### src/rtl/ctimer_defs.svh
// Offsets, field positions, reset values and divide counts of the compare timer.
// Assumes a 32-bit Avalon-MM slave with byte addresses; included by the package and the top.
// Function
// - Event mode: count once per selected trigger edge, polarity from edge select bit.
// - Event mode: on compare A equality raise interrupt, clear, keep counting.
// - Pulse mode starts on software command or trigger edge, counts prescaled clock.
// - Edge select picks start polarity; both-edge bit makes opposite edge act.
// - Pulse output toggles on every match with any active compare register.
// - Pulse mode interrupt only on match with highest enabled compare register.
// - Reset forces pulse output flip-flop to zero.
// - Initial-level bit preloads pulse output, choosing high or low pulses.
// - Writes to compare B and C ignored unless pulse mode enables them.
// - Count field: 00 uses A, 01 uses A and B, 10 uses A, B, C.
// - Count field may change while pulse generation runs.
// - Enabled trigger input edges reset the counter; disable bit or output blocks them.
// - Code 100 divides by four; code 101 divides by two, or four with divider.
// - Both-edge set: opposite edge clears and stops counter; clear: ignored.
// - One-shot: after final match and interrupt, counter clears and waits for start.
`ifndef CTIMER_DEFS_SVH
`define CTIMER_DEFS_SVH
`define CT_ADDR_CTRL1 3'h0
`define CT_ADDR_CTRL2 3'h1
`define CT_ADDR_CMPA 3'h2
`define CT_ADDR_CMPB 3'h3
`define CT_ADDR_CMPC 3'h4
`define CT_ADDR_STAT 3'h5
`define CT_C1_W 9
`define CT_C1_START_BIT 9
`define CT_C2_W 5
`define CT_C1_RST 9'h000
`define CT_C2_RST 5'h00
`define CT_CMP_RST 16'h0000
`define CT_CNT_W 16
`define CT_ST_RUN_BIT 16
`define CT_ST_OUT_BIT 17
`define CT_ST_PIN_BIT 18
`define CT_CK_SLOW 3'h4
`define CT_CK_FAST 3'h5
`define CT_DIV_SLOW 3'h4
`define CT_DIV_FAST 3'h2
`endif

### src/rtl/ctimer_pkg.sv
// Types shared by the compare timer files.
// Assumes ctimer_defs.svh sits in the include path.
`include "ctimer_defs.svh"
package ctimer_pkg;
	typedef enum logic [1:0] {
		MODE_OFF = 2'h0,
		MODE_EVENT = 2'h1,
		MODE_PULSE = 2'h2,
		MODE_RSVD = 2'h3
	} mode_t;
	typedef enum logic {
		ST_IDLE = 1'b0,
		ST_RUN = 1'b1
	} run_state_t;
	typedef struct packed {
		logic divider_select_bit;
		logic [2:0] clock_select_field;
		logic one_shot;
		logic both_edge_enable;
		logic trigger_edge_select;
		mode_t mode;
	} timer_control_one_t;
	typedef struct packed {
		logic trigger_pin_output;
		logic ext_trigger_disable;
		logic output_initial_level;
		logic [1:0] register_count_field;
	} timer_control_two_t;
	typedef struct packed {
		logic rise;
		logic fall;
		logic level;
	} trig_edges_t;
endpackage : ctimer_pkg

### src/rtl/compare_timer_event_pulse.sv
// Compare timer: event counting and programmable pulse generation.
// Assumes an Avalon-MM master on clk and an asynchronous trigger pin.
//
// Local design decisions: the Avalon-MM register port and the register offsets.
`include "ctimer_defs.svh"
module compare_timer_event_pulse
	import ctimer_pkg::*;
(
	input wire logic clk,
	input wire logic rstn,
	input wire logic ce,
	input wire logic [4:0] avs_address,
	input wire logic avs_read,
	input wire logic avs_write,
	input wire logic [31:0] avs_writedata,
	output logic [31:0] avs_readdata,
	output logic avs_waitrequest,
	input wire logic trigger_input_pin,
	output logic pulse_output_pin,
	output logic match_interrupt
);
	timer_control_one_t ctrl1_ff;
	timer_control_two_t ctrl2_ff;
	logic [15:0] cmp_a_ff;
	logic [15:0] cmp_b_ff;
	logic [15:0] cmp_c_ff;
	logic [15:0] cnt_ff;
	logic [15:0] nxt_cnt;
	logic [1:0] pre_ff;
	logic [1:0] nxt_pre;
	run_state_t state_ff;
	run_state_t nxt_state;
	logic out_ff;
	logic nxt_out;
	logic irq_ff;
	logic nxt_irq;
	logic waitreq_ff;
	logic [31:0] rdata_ff;
	logic [31:0] rd_mux;
	logic [2:0] reg_idx;
	logic wr_fire;
	logic start_ev;
	trig_edges_t edges;
	logic sel_edge;
	logic opp_edge;
	logic trig_active;
	logic [2:0] ratio;
	logic tick;
	logic [15:0] max_val;
	logic hit_any;
	logic use_b;
	logic use_c;

	trig_sync u_sync (
		.clk(clk),
		.rstn(rstn),
		.ce(ce),
		.pin(trigger_input_pin),
		.edges(edges)
	);

	assign reg_idx = avs_address[4:2];
	assign wr_fire = ce && avs_write && !waitreq_ff;

	// One wait cycle per access, so read data comes from a register
	always_ff @(posedge clk or negedge rstn) begin
		if (!rstn) begin
			waitreq_ff <= 1'b1;
		end else if (ce) begin
			waitreq_ff <= !((avs_read || avs_write) && waitreq_ff);
		end
	end

	always_comb begin
		rd_mux = 32'h00000000;
		if (reg_idx == `CT_ADDR_CTRL1) begin
			rd_mux[`CT_C1_W-1:0] = ctrl1_ff;
		end else if (reg_idx == `CT_ADDR_CTRL2) begin
			rd_mux[`CT_C2_W-1:0] = ctrl2_ff;
		end else if (reg_idx == `CT_ADDR_CMPA) begin
			rd_mux[15:0] = cmp_a_ff;
		end else if (reg_idx == `CT_ADDR_CMPB) begin
			rd_mux[15:0] = cmp_b_ff;
		end else if (reg_idx == `CT_ADDR_CMPC) begin
			rd_mux[15:0] = cmp_c_ff;
		end else if (reg_idx == `CT_ADDR_STAT) begin
			rd_mux[15:0] = cnt_ff;
			rd_mux[`CT_ST_RUN_BIT] = (state_ff == ST_RUN);
			rd_mux[`CT_ST_OUT_BIT] = out_ff;
			rd_mux[`CT_ST_PIN_BIT] = edges.level;
		end
	end

	always_ff @(posedge clk or negedge rstn) begin
		if (!rstn) begin
			rdata_ff <= 32'h00000000;
		end else if (ce && avs_read && waitreq_ff) begin
			rdata_ff <= rd_mux;
		end
	end

	// Count field picks which compare registers take part
	assign use_b = ctrl2_ff.register_count_field == 2'h1 ||
		ctrl2_ff.register_count_field == 2'h2;
	assign use_c = ctrl2_ff.register_count_field == 2'h2;

	always_ff @(posedge clk or negedge rstn) begin
		if (!rstn) begin
			ctrl1_ff <= `CT_C1_RST;
			ctrl2_ff <= `CT_C2_RST;
		end else if (wr_fire) begin
			if (reg_idx == `CT_ADDR_CTRL1) begin
				ctrl1_ff <= avs_writedata[`CT_C1_W-1:0];
			end else if (reg_idx == `CT_ADDR_CTRL2) begin
				ctrl2_ff <= avs_writedata[`CT_C2_W-1:0];
			end
		end
	end

	// No shadowing: software must time compare updates itself
	always_ff @(posedge clk or negedge rstn) begin
		if (!rstn) begin
			cmp_a_ff <= `CT_CMP_RST;
			cmp_b_ff <= `CT_CMP_RST;
			cmp_c_ff <= `CT_CMP_RST;
		end else if (wr_fire) begin
			if (reg_idx == `CT_ADDR_CMPA) begin
				cmp_a_ff <= avs_writedata[15:0];
			end else if (reg_idx == `CT_ADDR_CMPB) begin
				if (ctrl1_ff.mode == MODE_PULSE && use_b) begin
					cmp_b_ff <= avs_writedata[15:0];
				end
			end else if (reg_idx == `CT_ADDR_CMPC) begin
				if (ctrl1_ff.mode == MODE_PULSE && use_c) begin
					cmp_c_ff <= avs_writedata[15:0];
				end
			end
		end
	end

	assign start_ev = wr_fire && reg_idx == `CT_ADDR_CTRL1 &&
		avs_writedata[`CT_C1_START_BIT] && avs_writedata[1:0] == MODE_PULSE;
	assign sel_edge = ctrl1_ff.trigger_edge_select ? edges.fall : edges.rise;
	assign opp_edge = ctrl1_ff.trigger_edge_select ? edges.rise : edges.fall;
	// Output-mode pin or disable bit shuts trigger edges out
	assign trig_active = !ctrl2_ff.ext_trigger_disable && !ctrl2_ff.trigger_pin_output;

	// Undefined clock codes give no tick, so the counter holds
	always_comb begin
		ratio = 3'h0;
		if (ctrl1_ff.clock_select_field == `CT_CK_SLOW) begin
			ratio = `CT_DIV_SLOW;
		end else if (ctrl1_ff.clock_select_field == `CT_CK_FAST) begin
			ratio = ctrl1_ff.divider_select_bit ? `CT_DIV_SLOW : `CT_DIV_FAST;
		end
	end
	assign tick = (ratio != 3'h0) && (pre_ff == ratio[1:0] - 2'h1);

	always_comb begin
		max_val = cmp_a_ff;
		if (use_c) begin
			max_val = cmp_c_ff;
		end else if (use_b) begin
			max_val = cmp_b_ff;
		end
	end
	assign hit_any = (cnt_ff == cmp_a_ff) || (use_b && cnt_ff == cmp_b_ff) ||
		(use_c && cnt_ff == cmp_c_ff);

	always_comb begin
		nxt_cnt = cnt_ff;
		nxt_state = state_ff;
		nxt_out = out_ff;
		nxt_irq = 1'b0;
		nxt_pre = pre_ff;
		if (state_ff == ST_RUN && ratio != 3'h0) begin
			nxt_pre = tick ? 2'h0 : pre_ff + 2'h1;
		end
		case (ctrl1_ff.mode)
			MODE_EVENT: begin
				nxt_state = ST_IDLE;
				// Match checked on the edge opposite the counting edge
				if (opp_edge && cnt_ff == cmp_a_ff) begin
					nxt_cnt = 16'h0000;
					nxt_irq = 1'b1;
				end else if (sel_edge) begin
					nxt_cnt = cnt_ff + 16'h0001;
				end
			end
			MODE_PULSE: begin
				if (state_ff == ST_IDLE) begin
					nxt_out = ctrl2_ff.output_initial_level;
				end
				if (start_ev || (trig_active && sel_edge)) begin
					nxt_cnt = 16'h0000;
					nxt_pre = 2'h0;
					nxt_state = ST_RUN;
				end else if (trig_active && opp_edge && ctrl1_ff.both_edge_enable) begin
					nxt_cnt = 16'h0000;
					nxt_pre = 2'h0;
					nxt_state = ST_IDLE;
				end else if (state_ff == ST_RUN && tick) begin
					if (cnt_ff == max_val) begin
						nxt_cnt = 16'h0000;
						nxt_irq = 1'b1;
						nxt_out = !out_ff;
						if (ctrl1_ff.one_shot) begin
							nxt_state = ST_IDLE;
						end
					end else begin
						nxt_cnt = cnt_ff + 16'h0001;
						if (hit_any) begin
							nxt_out = !out_ff;
						end
					end
				end
			end
			default: begin
				nxt_state = ST_IDLE;
				nxt_cnt = 16'h0000;
				nxt_pre = 2'h0;
			end
		endcase
		// A start written together with the mode switch must not be lost
		if (start_ev && ctrl1_ff.mode != MODE_PULSE) begin
			nxt_cnt = 16'h0000;
			nxt_pre = 2'h0;
			nxt_out = ctrl2_ff.output_initial_level;
			nxt_state = ST_RUN;
		end
	end

	always_ff @(posedge clk or negedge rstn) begin
		if (!rstn) begin
			cnt_ff <= 16'h0000;
			pre_ff <= 2'h0;
			state_ff <= ST_IDLE;
		end else if (ce) begin
			cnt_ff <= nxt_cnt;
			pre_ff <= nxt_pre;
			state_ff <= nxt_state;
		end
	end

	always_ff @(posedge clk or negedge rstn) begin
		if (!rstn) begin
			out_ff <= 1'b0;
			irq_ff <= 1'b0;
		end else if (ce) begin
			out_ff <= nxt_out;
			irq_ff <= nxt_irq;
		end
	end

	assign avs_readdata = rdata_ff;
	assign avs_waitrequest = waitreq_ff;
	assign pulse_output_pin = out_ff;
	assign match_interrupt = irq_ff;
endmodule : compare_timer_event_pulse

### src/rtl/trig_sync.sv
// Three-stage synchroniser and edge finder for the trigger pin.
// Assumes the pin is asynchronous to clk; ce freezes it with the rest of the block.
module trig_sync
	import ctimer_pkg::*;
(
	input wire logic clk,
	input wire logic rstn,
	input wire logic ce,
	input wire logic pin,
	output trig_edges_t edges
);
	logic s1_ff;
	logic s2_ff;
	logic s3_ff;
	logic lvl_ff;
	trig_edges_t edges_ff;

	always_ff @(posedge clk or negedge rstn) begin
		if (!rstn) begin
			s1_ff <= 1'b0;
			s2_ff <= 1'b0;
			s3_ff <= 1'b0;
		end else if (ce) begin
			s1_ff <= pin;
			s2_ff <= s1_ff;
			s3_ff <= s2_ff;
		end
	end

	// Change only counts once two late stages agree
	always_ff @(posedge clk or negedge rstn) begin
		if (!rstn) begin
			lvl_ff <= 1'b0;
			edges_ff <= '0;
		end else if (ce) begin
			edges_ff.rise <= (s2_ff == s3_ff) && s3_ff && !lvl_ff;
			edges_ff.fall <= (s2_ff == s3_ff) && !s3_ff && lvl_ff;
			edges_ff.level <= lvl_ff;
			if (s2_ff == s3_ff) begin
				lvl_ff <= s3_ff;
			end
		end
	end

	assign edges = edges_ff;
endmodule : trig_sync

### config.mk
export PLATFORM = sky130hd
export DESIGN_NAME = compare_timer_event_pulse
export DESIGN_NICKNAME = d
export VERILOG_FILES = /design/src/rtl/ctimer_pkg.sv /design/src/rtl/compare_timer_event_pulse.sv /design/src/rtl/trig_sync.sv
export VERILOG_INCLUDE_DIRS = /design/src /design/src/rtl
export SDC_FILE = /design/constraint.sdc
export NUM_CORES = 1
export LEC_CHECK = 0
export BUFFER_PORTS_ARGS = -buffer_cell sky130_fd_sc_hd__buf_2
export CAP_MARGIN = 20
export CELL_PAD_IN_SITES_DETAIL_PLACEMENT = 0
export CELL_PAD_IN_SITES_GLOBAL_PLACEMENT = 1
export CORE_MARGIN = 4
export CORE_UTILIZATION = 35
export CTS_CLUSTER_DIAMETER = 100
export DETAILED_ROUTE_END_ITERATION = 10
export PLACE_DENSITY = 0.73
export SYNTH_ARGS = -nofsm -noshare
export SYNTH_HDL_FRONTEND = slang
export SYNTH_HIERARCHICAL = 1
export SYNTH_SLANG_ARGS = --single-unit
### constraint.sdc
create_clock -name clk -period 3.4 [get_ports clk]
set_clock_uncertainty 0.2 [all_clocks]
set_input_delay 1.02 -clock clk [delete_from_list [all_inputs] [get_ports clk]]
set_output_delay 1.02 -clock clk [all_outputs]
set_load 0.05 [all_outputs]
==> summary by stage, run 1 <==
Power
The overall power of the completed layout is 3.79 mW. The analysis attributes to cell leakage a power of 3.56 nW. Dividing total power by cell area gives a power density of 526 nW/um2. The maximum ir drop on the vdd rail is 0.000309 V.

Cells and area
From synthesis to final layout, the design area changed by 12.3%. The net count of the finished layout is 706. The layout has 1786 filler cells. After the flow finishes, the layout carries non-filler instances totaling 891. Measured on the finished design, the core utilization comes to 0.400. 0 antenna diodes ended up in the layout. The share of cells above drive strength 1 is 0.275.

Logic synthesis
Ranked by instance count, the synthesized netlist is headed by 109 x sky130_fd_sc_hd__dfrtp_1, 80 x sky130_fd_sc_hd__mux2_2, 47 x sky130_fd_sc_hd__o21ai_0, 44 x sky130_fd_sc_hd__nand2_1, 44 x sky130_fd_sc_hd__xor2_1. The number of enable flip-flop cells after synthesis is 0. The cell with the most instances after synthesis is sky130_fd_sc_hd__dfrtp_1. The post-synthesis area per instance is 10.4 um2. The area share of the leading cell type in the synthesized netlist is 0.425. In this run the cell area of the synthesized design comes to 6420 um2. The cell type with the highest aggregate area in the netlist is sky130_fd_sc_hd__dfrtp_1. The Yosys step of the flow raised 6 warnings. Ranked by total cell area, the synthesized netlist is headed by sky130_fd_sc_hd__dfrtp_1 42%, sky130_fd_sc_hd__mux2_2 14%, sky130_fd_sc_hd__xor2_1 6.0%.

After synthesis, the netlist uses 58 different library cells. After synthesis the netlist holds a flip-flop and latch count of 110. Synthesis produced 619 cells. The fraction of synthesis flops using an asynchronous set or reset pin is 1.00. For this run, the register share of the synthesized area comes to 0.429. Among all flip-flop cells after synthesis, the most frequent one is sky130_fd_sc_hd__dfrtp_1.

GRT
The global-route usage over all layers is 0.167. The initial antenna violation count came to 0. The number of global-route vias before repair is 4959.

The wire length of the first global-routing pass is 27100 um. The maximum number of pins on one net before global-route repair is 55. The overall overflow remaining after global route is 0.

Drt
Detailed routing inserted a total of 4739 vias. For this run, design rule violations remaining after detail routing come to 0. For this block, the initial DRC count from the detailed router was 305. The first-pass detailed-route iteration total is 4. The number of vias per cell is 5.32. The detail route stage leaves a number of antenna-violating nets equal to 0. The final layout contains routed wiring with a total length of 16500 um.

Dividing the detail-routed wire length by the instance count gives 18.5 um.

Clock network
The clock tree root buffer cell is sky130_fd_sc_hd__clkbuf_16. The total clock buffers created by CTS is 9. The post-CTS clock slew at the launch and capture registers of the worst setup and hold paths is 0.07 ns. Hold repair after CTS inserted 0 buffers.

The TritonCTS clock tree is done. The H-tree depth is 3. The clock passes through at most 2 buffers. The later pin in the worst-skew pair is clocked with a latency of 0.35 ns. For this design, the sink count on the clock tree is 110.

STA
Timing would allow up to 308 MHz. The final setup violation count is 0. The count of pins over their slew limit is 0. The share of the clock period used by the worst path is 0.954. The shortest clock period the worst path allows after layout is 3.24 ns. The worst pin sits at a relative slew slack of 0.494. Setup repair after global routing left no endpoint under its margin. The hold violation total from the final report is 0. The pin slew with the least headroom to its limit is 0.749 ns.

Die
The core region is 18000 um2. The die width is 143 um. The starting density of the core is 0.356. The die footprint is 20600 um2. The number of standard-cell rows in the floorplan is 49. In this run the vertical extent of the chip is 143 um. The count of boundary I/O pins is 78.

Worst setup path
Along the worst path, the maximum fanout reaches 13. Data on the critical path is required at its endpoint by 3.49 ns. STA classifies the critical path endpoint as a register.

The critical path class is in2reg. Data on the critical path arrives at its endpoint at 3.33 ns. The worst setup path is launched from an input port.

Placed design
Routability-driven placement finished with a final weighted congestion of 0.927. The post-detailed-placement half-perimeter wirelength is 12200 um. Counting tap cells, the placed design contains a total of 875 instances. During placement, the flow inserted port buffers numbering 46.

Hold path
The min-delay analysis places its worst path in the category reg2reg.

Run status
The run finished with clean final reports.

Flow run
The number of maximum-capacitance violations is 0.
## cell usage in the layout, fill, tap and decap left out, types with 3 or more instances in the layout
master,instances
sky130_fd_sc_hd__dfrtp_1,109
sky130_fd_sc_hd__mux2_2,80
sky130_fd_sc_hd__o21ai_0,47
sky130_fd_sc_hd__buf_2,45
sky130_fd_sc_hd__nand2_1,44
sky130_fd_sc_hd__xor2_1,44
sky130_fd_sc_hd__mux2i_1,28
sky130_fd_sc_hd__buf_4,23
sky130_fd_sc_hd__nor2_1,18
sky130_fd_sc_hd__nand3_1,16
sky130_fd_sc_hd__inv_1,15
sky130_fd_sc_hd__a22o_1,14
sky130_fd_sc_hd__nor3_1,14
sky130_fd_sc_hd__conb_1,13
sky130_fd_sc_hd__o21ai_1,12
sky130_fd_sc_hd__xnor2_1,11
sky130_fd_sc_hd__nor2b_1,10
sky130_fd_sc_hd__a22oi_1,10
sky130_fd_sc_hd__nor4_1,10
sky130_fd_sc_hd__a21oi_1,9
sky130_fd_sc_hd__clkbuf_16,9
sky130_fd_sc_hd__nand3b_1,6
sky130_fd_sc_hd__and3_1,6
sky130_fd_sc_hd__ha_1,6
sky130_fd_sc_hd__or2_2,4
sky130_fd_sc_hd__o31ai_1,4
sky130_fd_sc_hd__nand4_1,3
sky130_fd_sc_hd__a211o_1,3
sky130_fd_sc_hd__a31oi_1,3
sky130_fd_sc_hd__a211oi_1,3
sky130_fd_sc_hd__o22ai_1,3
sky130_fd_sc_hd__nor3b_1,3
sky130_fd_sc_hd__mux2_4,3
## final cells by class
type	instances	area [um2]	area share
clock buffers	12	246	0.0342
clock inverters	4	70.1	0.00972
repair buffers	70	438	0.0607
inverters	16	60.1	0.00833
multi-input cells	450	3360	0.465
flip-flops and latches	110	2750	0.382
well taps	229	287	0.0397
## registers in the layout (all words and copies together) (netlist names), 2 cells and up
register      flops
cmp_c_ff         16
avs_readdata     19
cmp_b_ff         16
pre_ff            2
u_sync/edges      3
ctrl1_ff          9
cnt_ff           16
ctrl2_ff          5
cmp_a_ff         16
## worst paths after layout
kind,start,slack [ns],cells after the start,to
setup / recovery,avs_address[3],0.16,8,cnt_ff[0]$_DFFE_PN0P_
hold / removal,avs_readdata[15]$_DFFE_PN0P_,0.28,2,avs_readdata[15]$_DFFE_PN0P_
setup reg to reg,ctrl2_ff[1]$_DFFE_PN0P_,0.16,10,cnt_ff[0]$_DFFE_PN0P_
hold reg to reg,avs_readdata[15]$_DFFE_PN0P_,0.28,2,avs_readdata[15]$_DFFE_PN0P_
max in group asynchronous,rstn,1.86,2,avs_waitrequest$_DFFE_PN1P_
min in group asynchronous,rstn,0.43,1,cmp_a_ff[13]$_DFFE_PN0P_
## stage by stage
step           hold WS, ns  setup WS, ns  setup TNS [ns]  cell area, um2
6_report             0.279         0.156               0            7210
5_1_grt              0.313        0.0158               0            7210
4_1_cts              0.287         0.138               0            7210
3_5_place_dp         0.271        -0.179           -2.15            6890
3_3_place_gp         0.261        -0.104           -1.14            6890
2_1_floorplan        0.253         0.152               0            6460
## timing repair
item | in CTS | in global routing
setup endpoints to repair | 0 | 1
gates resized for setup | 0 | 1
setup buffers | 0 | 0
## layer usage
metal | track usage | wire (um) | up-vias
met5 | 0 | 0 | -
met4 | 0.0327 | 156 | 0
met3 | 0.0306 | 847 | 14
met2 | 0.277 | 8030 | 111
met1 | 0.230 | 7480 | 2366
li1 | - | - | 2248
## logic make-up after synthesis
family / after synthesis / synth area share
flip-flops: 110 / 0.429
multiplexers: 111 / 0.191
XOR/XNOR: 55 / 0.0750
AO/OA/AOI/OAI: 116 / 0.115
other: 1 / 0.000584
buffers and inverters: 71 / 0.0559
adder cells (fa/ha/maj): 6 / 0.0117
AND/OR/NAND/NOR: 149 / 0.121
## power by group
| part | leakage (nW) | internal (mW) | switching (mW) | total (mW) |
|---|---|---|---|---|
| registers | 1.49 | 1.45 | 0.152 | 1.60 |
| clock network | 0.157 | 0.665 | 0.470 | 1.13 |
| logic | 1.92 | 0.423 | 0.631 | 1.05 |
| total | 3.56 | 2.54 | 1.25 | 3.79 |
## critical path: stages
cell and delay, ns:
sky130_fd_sc_hd__buf_2 0.11, sky130_fd_sc_hd__or3_4 0.42, sky130_fd_sc_hd__or4_1 0.54, sky130_fd_sc_hd__nand2_1 0.15, sky130_fd_sc_hd__nor2_1 0.07, sky130_fd_sc_hd__a211o_1 0.45
sky130_fd_sc_hd__nor2_4 0.35, sky130_fd_sc_hd__mux2_2 0.22
(Power assumes the default switching activity.)
==> run 2, diff against run 1 <==
Settings changed: CORE_ASPECT_RATIO set to 0.6.
==> summary by stage, run 2 (same netlist as run 1, synthesis figures left out) <==
STA
Setup violations remaining at the end of the flow were counted as 0. The hold violation total from the final report is 0. The maximum operating frequency is 315 MHz. The shortest clock period the worst path allows after layout is 3.17 ns. The pin slew with the least headroom to its limit is 0.735 ns.

The worst slew margin relative to its limit is 0.503. The worst hold margin is 0.284 ns. The share of the clock period used by the worst path is 0.932.

Setup repair after global routing left no endpoint under its margin. The count of pins over their slew limit is 0.

Hold path
The class of the most critical hold timing path is reg2reg. The critical hold path startpoint is avs_readdata[7]$_DFFE_PN0P_.

Worst setup path
The critical path starts at ctrl2_ff[0]$_DFFE_PN0P_. The startpoint identified for the worst register-to-register timing path is ctrl2_ff[0]$_DFFE_PN0P_. The critical path data arrival time is 3.20 ns. STA classifies the critical path endpoint as a register. For the worst setup path, the data required time is 3.43 ns.

The worst setup path is of the reg2reg kind. STA classifies the critical path startpoint as a register. The peak fanout along the critical path is 12.

Drt
The first-pass detailed-route iteration total is 5. The count of nets left with antenna violations once routing finished came out at 0. The final layout contains routed wiring with a total length of 17400 um. Detailed routing placed a total of 6800 um of wire on met2. The number of vias per cell is 5.26. The total DRC errors in the routed layout is 0. In this run, the number of DRC markers left after iteration 0 of detailed routing was 397. The detailed route wirelength on metal3 is 1120 um. In the final routed layout, each cell accounts on average for 19.1 um. The routed metal-1 wire length is 9450 um. The top metal layer carrying routed signals is met4. The routed layout has 4810 vias.

Flow run
The number of maximum-capacitance violations is 0.

Cells and area
In the final layout, the share of cells above drive strength 1 is 0.290. Leaving out filler cells and counting taps, the final layout contains 914. The signed area change from the synthesized netlist to the final layout is 13.4%. The most common library cell in the layout ignoring fill and taps is sky130_fd_sc_hd__dfrtp_1. The register with the most flip-flops in the layout has 19 of them. The final layout net count is 717. Leaving out fill and tap cells, the most frequent cells in the layout are 109 x sky130_fd_sc_hd__dfrtp_1, 80 x sky130_fd_sc_hd__mux2_2, 47 x sky130_fd_sc_hd__o21ai_0. With fillers left out, the area of the finished cells amounts to 7280 um2. The total of fill cells in the finished design is 1748.

Placed design
After legalization and detailed placement, the total HPWL measured 13500 um. The placed cell count is 897. The number of input and output port buffers inserted is 46. The routability congestion estimate is 0.987.

The area of placed instances is 6970 um2.

Clock network
The TritonCTS clock tree is done. The H-tree depth is 3. The source-to-sink clock delay at the later pin of the worst-skew pair is 0.35 ns.

The total clock buffers created by CTS is 9. Clock tree synthesis found a total of 110 sinks. The post-CTS clock slew at the launch and capture registers of the worst setup and hold paths is 0.08 ns. Once the clock tree was built, the setup fixing pass inserted 0 buffers. The longest clock path from root to sink contains 2 buffers. The clock tree root buffer cell is sky130_fd_sc_hd__clkbuf_16.

GRT
The wire length of the first global-routing pass is 27400 um. The global-route usage over all layers is 0.171. The initial antenna violation count is 0. The maximum number of pins on one net before global-route repair is 49. The overall overflow remaining after global route is 0. The number of global-route vias before repair is 4659.

Die
After floorplanning, the core was divided into 38 placement rows. The die footprint is 20600 um2. In this run the horizontal extent of the chip is 183 um. The height of the chip is 113 um. After floorplanning, the core was sized to cover 18000 um2. The starting density of the core is 0.356.

The count of boundary I/O pins is 78.

Power
The overall power of the completed layout is 3.73 mW. The maximum ir drop on the vdd rail is 0.000243 V. The power density over cell area is 513 nW/um2.

Summed over all cells, the static leakage comes to 3.60 nW.

Run status
The flow ran to the end, and the final reports show no timing, DRC or antenna violations.
[run 2: changes by cell type in the layout (fill, tap and decap cells not counted), sizes merged]
cell,previous run,this run
clkbuf,12,10
buf,70,81
diode,0,1
inv,16,20
bufinv,2,0
[run 2: worst paths after layout]
check | to | slack [ns] | depth (start not counted)
setup / recovery | cnt_ff[8]$_DFFE_PN0P_ | 0.23 | 13
hold / removal | avs_readdata[7]$_DFFE_PN0P_ | 0.28 | 2
setup reg to reg | cnt_ff[8]$_DFFE_PN0P_ | 0.23 | 13
hold reg to reg | avs_readdata[7]$_DFFE_PN0P_ | 0.28 | 2
max in group asynchronous | cmp_c_ff[8]$_DFFE_PN0P_ | 1.81 | 2
min in group asynchronous | avs_readdata[15]$_DFFE_PN0P_ | 0.47 | 1
[run 2: repair_timing]
action / in CTS / in global routing
endpoints found under the setup margin: 5 / 12
gates resized for setup: 1 / 1
hold endpoints to repair: 0 / 0
pin swaps: 0 / 0
hold buffers: 0 / 0
[run 2: metal layers]
layer  up-vias  global-route usage
met3         7              0.0424
met1      2410               0.283
met4         0              0.0228
met5         -                   0
met2       127               0.224
li1       2266                   -
[run 2: stage by stage]
| stage | setup slack, ns | TNS (ns) | utilization |
|---|---|---|---|
| 2_1_floorplan | 0.152 | 0 | - |
| 3_5_place_dp | -0.0653 | -0.649 | 0.387 |
| 6_report | 0.230 | 0 | 0.404 |
| 5_1_grt | 0.0592 | 0 | 0.404 |
| 4_1_cts | 0.123 | 0 | 0.403 |
| 3_3_place_gp | -0.0651 | -0.604 | 0.387 |
[run 2: area by class of cell]
type                       count  area (um2)  share of cell area
clock buffer                  10         239              0.0328
tap                          240         300              0.0413
timing repair buffer          81         508              0.0698
clock inverter                 6        52.6             0.00722
sequential                   110        2750               0.378
inverter                      16        60.1             0.00825
multi-input combinational    450        3360               0.462
antenna                        1        2.50            0.000344
[run 2: where the power goes]
part / internal [mW] / switching (mW) / total [mW]
combinational: 0.450 / 0.647 / 1.10
clock: 0.531 / 0.501 / 1.03
sequential: 1.45 / 0.156 / 1.60
total: 2.43 / 1.30 / 3.73
[run 2: critical path: stages, from the launching register on]
cell and delay (ns):
sky130_fd_sc_hd__dfrtp_1 0.39, sky130_fd_sc_hd__inv_1 0.09, sky130_fd_sc_hd__ha_4 0.35, sky130_fd_sc_hd__buf_4 0.15, sky130_fd_sc_hd__mux2i_1 0.19, sky130_fd_sc_hd__o21ai_0 0.11
sky130_fd_sc_hd__xor2_1 0.16, sky130_fd_sc_hd__nor3_1 0.39, sky130_fd_sc_hd__a21boi_2 0.13, sky130_fd_sc_hd__a211oi_4 0.23, sky130_fd_sc_hd__buf_4 0.18, sky130_fd_sc_hd__buf_4 0.19
sky130_fd_sc_hd__o21ai_0 0.10, sky130_fd_sc_hd__a22o_1 0.19
==> run 3, diff against run 2 <==
Settings changed: CORE_ASPECT_RATIO 0.6 to 0.5.
==> summary by stage, run 3 (same netlist as run 1, synthesis figures left out) <==
Clock network
Hold repair after CTS inserted 0 buffers. The total clock buffers created by CTS is 9. The clock reaches the later pin of the worst-skew pair after 0.36 ns. The H-tree was split into 3 levels. The post-cts repair resize count is 0. The maximum clock path buffer count is 2.

The tree built by TritonCTS fans out to 110 sinks. The TritonCTS clock tree is done. The post-CTS clock slew at the launch and capture registers of the worst setup and hold paths is 0.08 ns. Buffers added to address setup during post-CTS repair amount to 0.

In this run the clock root is driven by a sky130_fd_sc_hd__clkbuf_16.

Cells and area
0 antenna diodes ended up in the layout. The final layout net count is 718. Relative to the synthesized area, the layout overhead comes to 13.0%. The share of cells above drive strength 1 is 0.288.

Measured on the finished design, the core utilization comes to 0.410. Once layout is done, the placed cells without fillers occupy 7260 um2. The total of fill cells in the finished design is 1739. The register with the most flip-flops in the layout has 19 of them. The most common library cell in the layout ignoring fill and taps is sky130_fd_sc_hd__dfrtp_1. The top cell types in the final layout, fill and taps aside, are 109 x sky130_fd_sc_hd__dfrtp_1, 80 x sky130_fd_sc_hd__mux2_2, 47 x sky130_fd_sc_hd__o21ai_0.

Drt
The number of vias per cell is 5.22. The vias after detailed routing is 4740. The wire length reported by the detailed router is 16300 um. For this block, the initial DRC count from the detailed router was 455. The first TritonRoute pass finished after 6 iterations.

The total DRC errors in the routed layout is 0. After detailed routing, the average wire length per cell comes to 18.0 um. The remaining number of nets flagged by the antenna check after routing is 0.

Die
The count of boundary I/O pins is 78. For this configuration, the core starts out at a cell density of 0.363. The die is 104 um tall.

The number of standard-cell rows in the floorplan is 34. In this run the horizontal extent of the chip is 200 um. The core region is 17700 um2. The die covers 20700 um2.

STA
The setup TNS after final layout is 0 ns. The hold violation total from the final report is 0. The maximum operating frequency is 309 MHz. In the finished design, the share of the clock period the worst path needs comes to 0.951.

Setup violations remaining at the end of the flow were counted as 0. The routed design could run at a clock period as short as 3.23 ns. The final worst slack is 0.166 ns. The count of pins over their slew limit is 0. The pin slew with the least headroom to its limit is 0.688 ns. Setup repair after global routing left no endpoint under its margin. The worst slew margin relative to its limit is 0.536. On the final layout, the worst hold slack is 0.278 ns.

Worst setup path
For flop-to-flop paths, the worst setup slack is 0.17 ns. The element type at the critical path start is a register. STA classifies the critical path endpoint as a register. The delay of the slowest critical-path stage is 0.58 ns. The most numerous cell type found on the critical path is sky130_fd_sc_hd__buf_4.

In this run the worst path has a maximum fanout of 17. The critical path class is reg2reg. Data on the critical path is required at its endpoint by 3.44 ns. Data on the critical path arrives at its endpoint at 3.28 ns. The largest individual stage delay along the critical path comes from the cell sky130_fd_sc_hd__or4_4. Traced cell by cell, the critical path runs through inv_1 -> ha_1 -> nand3_1 -> and2_0 -> or4_4 -> a211oi_4 -> buf_4 -> buf_4 -> o21ai_0 -> a22o_1.

Hold path
The class of the most critical hold timing path is reg2reg.

Placed design
The number of input and output port buffers inserted is 46. Prior to clock tree synthesis, the placed netlist has a worst setup slack of -0.0902 ns. The placed instances occupy a cell area of 6970 um2. The routability congestion estimate is 0.917. The post-detailed-placement half-perimeter wirelength is 12300 um.

Power
The leakage dissipation is 3.59 nW. The share of total power in combinational logic is 0.295. Dividing total power by cell area gives a power density of 513 nW/um2. Of the total power, the share spent switching nets is 0.350. In this run the power spent charging and discharging nets is 1.30 mW. The share of total power in sequential cells is 0.430. The share of total power dissipated in the clock network is 0.275.

The maximum ir drop on the vdd rail is 0.000244 V. The internal power is 2.42 mW.

Run status
The run finished with clean final reports.

GRT
Summed over all layers, the global routing overflow is 0. The maximum number of pins on one net before global-route repair is 48. The wire length of the first global-routing pass is 26300 um. The number of global-route vias before repair is 4688.

The initial antenna violation count is 0. For this run, the total global-route usage over all layers was measured as 0.161.

Flow run
Max-cap violations in this run came to 0.
run 3: cell types whose count changed in the layout (fill, tap and decap cells not counted), sizes merged:
| cell | change |
|---|---|
| buf | +1 |
| clkinvlp | +1 |
| diode | -1 |
| inv | -1 |
run 3: metal layers:
metal | wire [um] | global-route usage | vias up
met4 | 159 | 0.0339 | 0
met1 | 7910 | 0.233 | 2358
met3 | 694 | 0.0259 | 10
met5 | 0 | 0 | -
met2 | 7550 | 0.255 | 97
li1 | - | - | 2275
run 3: metrics by stage:
stage          power, mW  std cells
3_3_place_gp        2.70        892
6_report            3.72        908
2_1_floorplan       2.36        631
5_1_grt             3.94        908
3_5_place_dp        2.72        892
4_1_cts             3.75        908
run 3: critical path, delay by kind of cell (launching register included):
family          cells  cell delay (ns)
flops               1             0.40
fa+ha+maj           1             0.54
simple gates        3             1.03
buf+inv             3             0.42
compound gates      3             0.51
run 3: final timing paths:
check,startpoint,end,depth (start not counted)
max in group asynchronous,rstn,cmp_c_ff[7]$_DFFE_PN0P_,2
max,ctrl2_ff[0]$_DFFE_PN0P_,cnt_ff[8]$_DFFE_PN0P_,10
min in group asynchronous,rstn,avs_readdata[3]$_DFFE_PN0P_,1
min reg2reg,avs_readdata[2]$_DFFE_PN0P_,avs_readdata[2]$_DFFE_PN0P_,2
max reg2reg,ctrl2_ff[0]$_DFFE_PN0P_,cnt_ff[8]$_DFFE_PN0P_,10
min,avs_readdata[2]$_DFFE_PN0P_,avs_readdata[2]$_DFFE_PN0P_,2
run 3: cell type report:
cell class	count	area [um2]	area share
multi-input combinational	450	3350	0.462
sequential	110	2750	0.380
timing repair buffer	82	515	0.0710
tap	234	293	0.0404
clock buffer	10	229	0.0316
inverter	16	60.1	0.00828
clock inverter	6	53.8	0.00742
run 3: power by group through the flow:
stage	combinational (mW)	clock (mW)	sequential, mW
2_1_floorplan	0.701	0	1.66
3_3_place_gp	1.08	0	1.62
3_5_place_dp	1.09	0	1.63
4_1_cts	1.09	1.05	1.60
5_1_grt	1.20	1.11	1.63
6_report	1.10	1.02	1.60
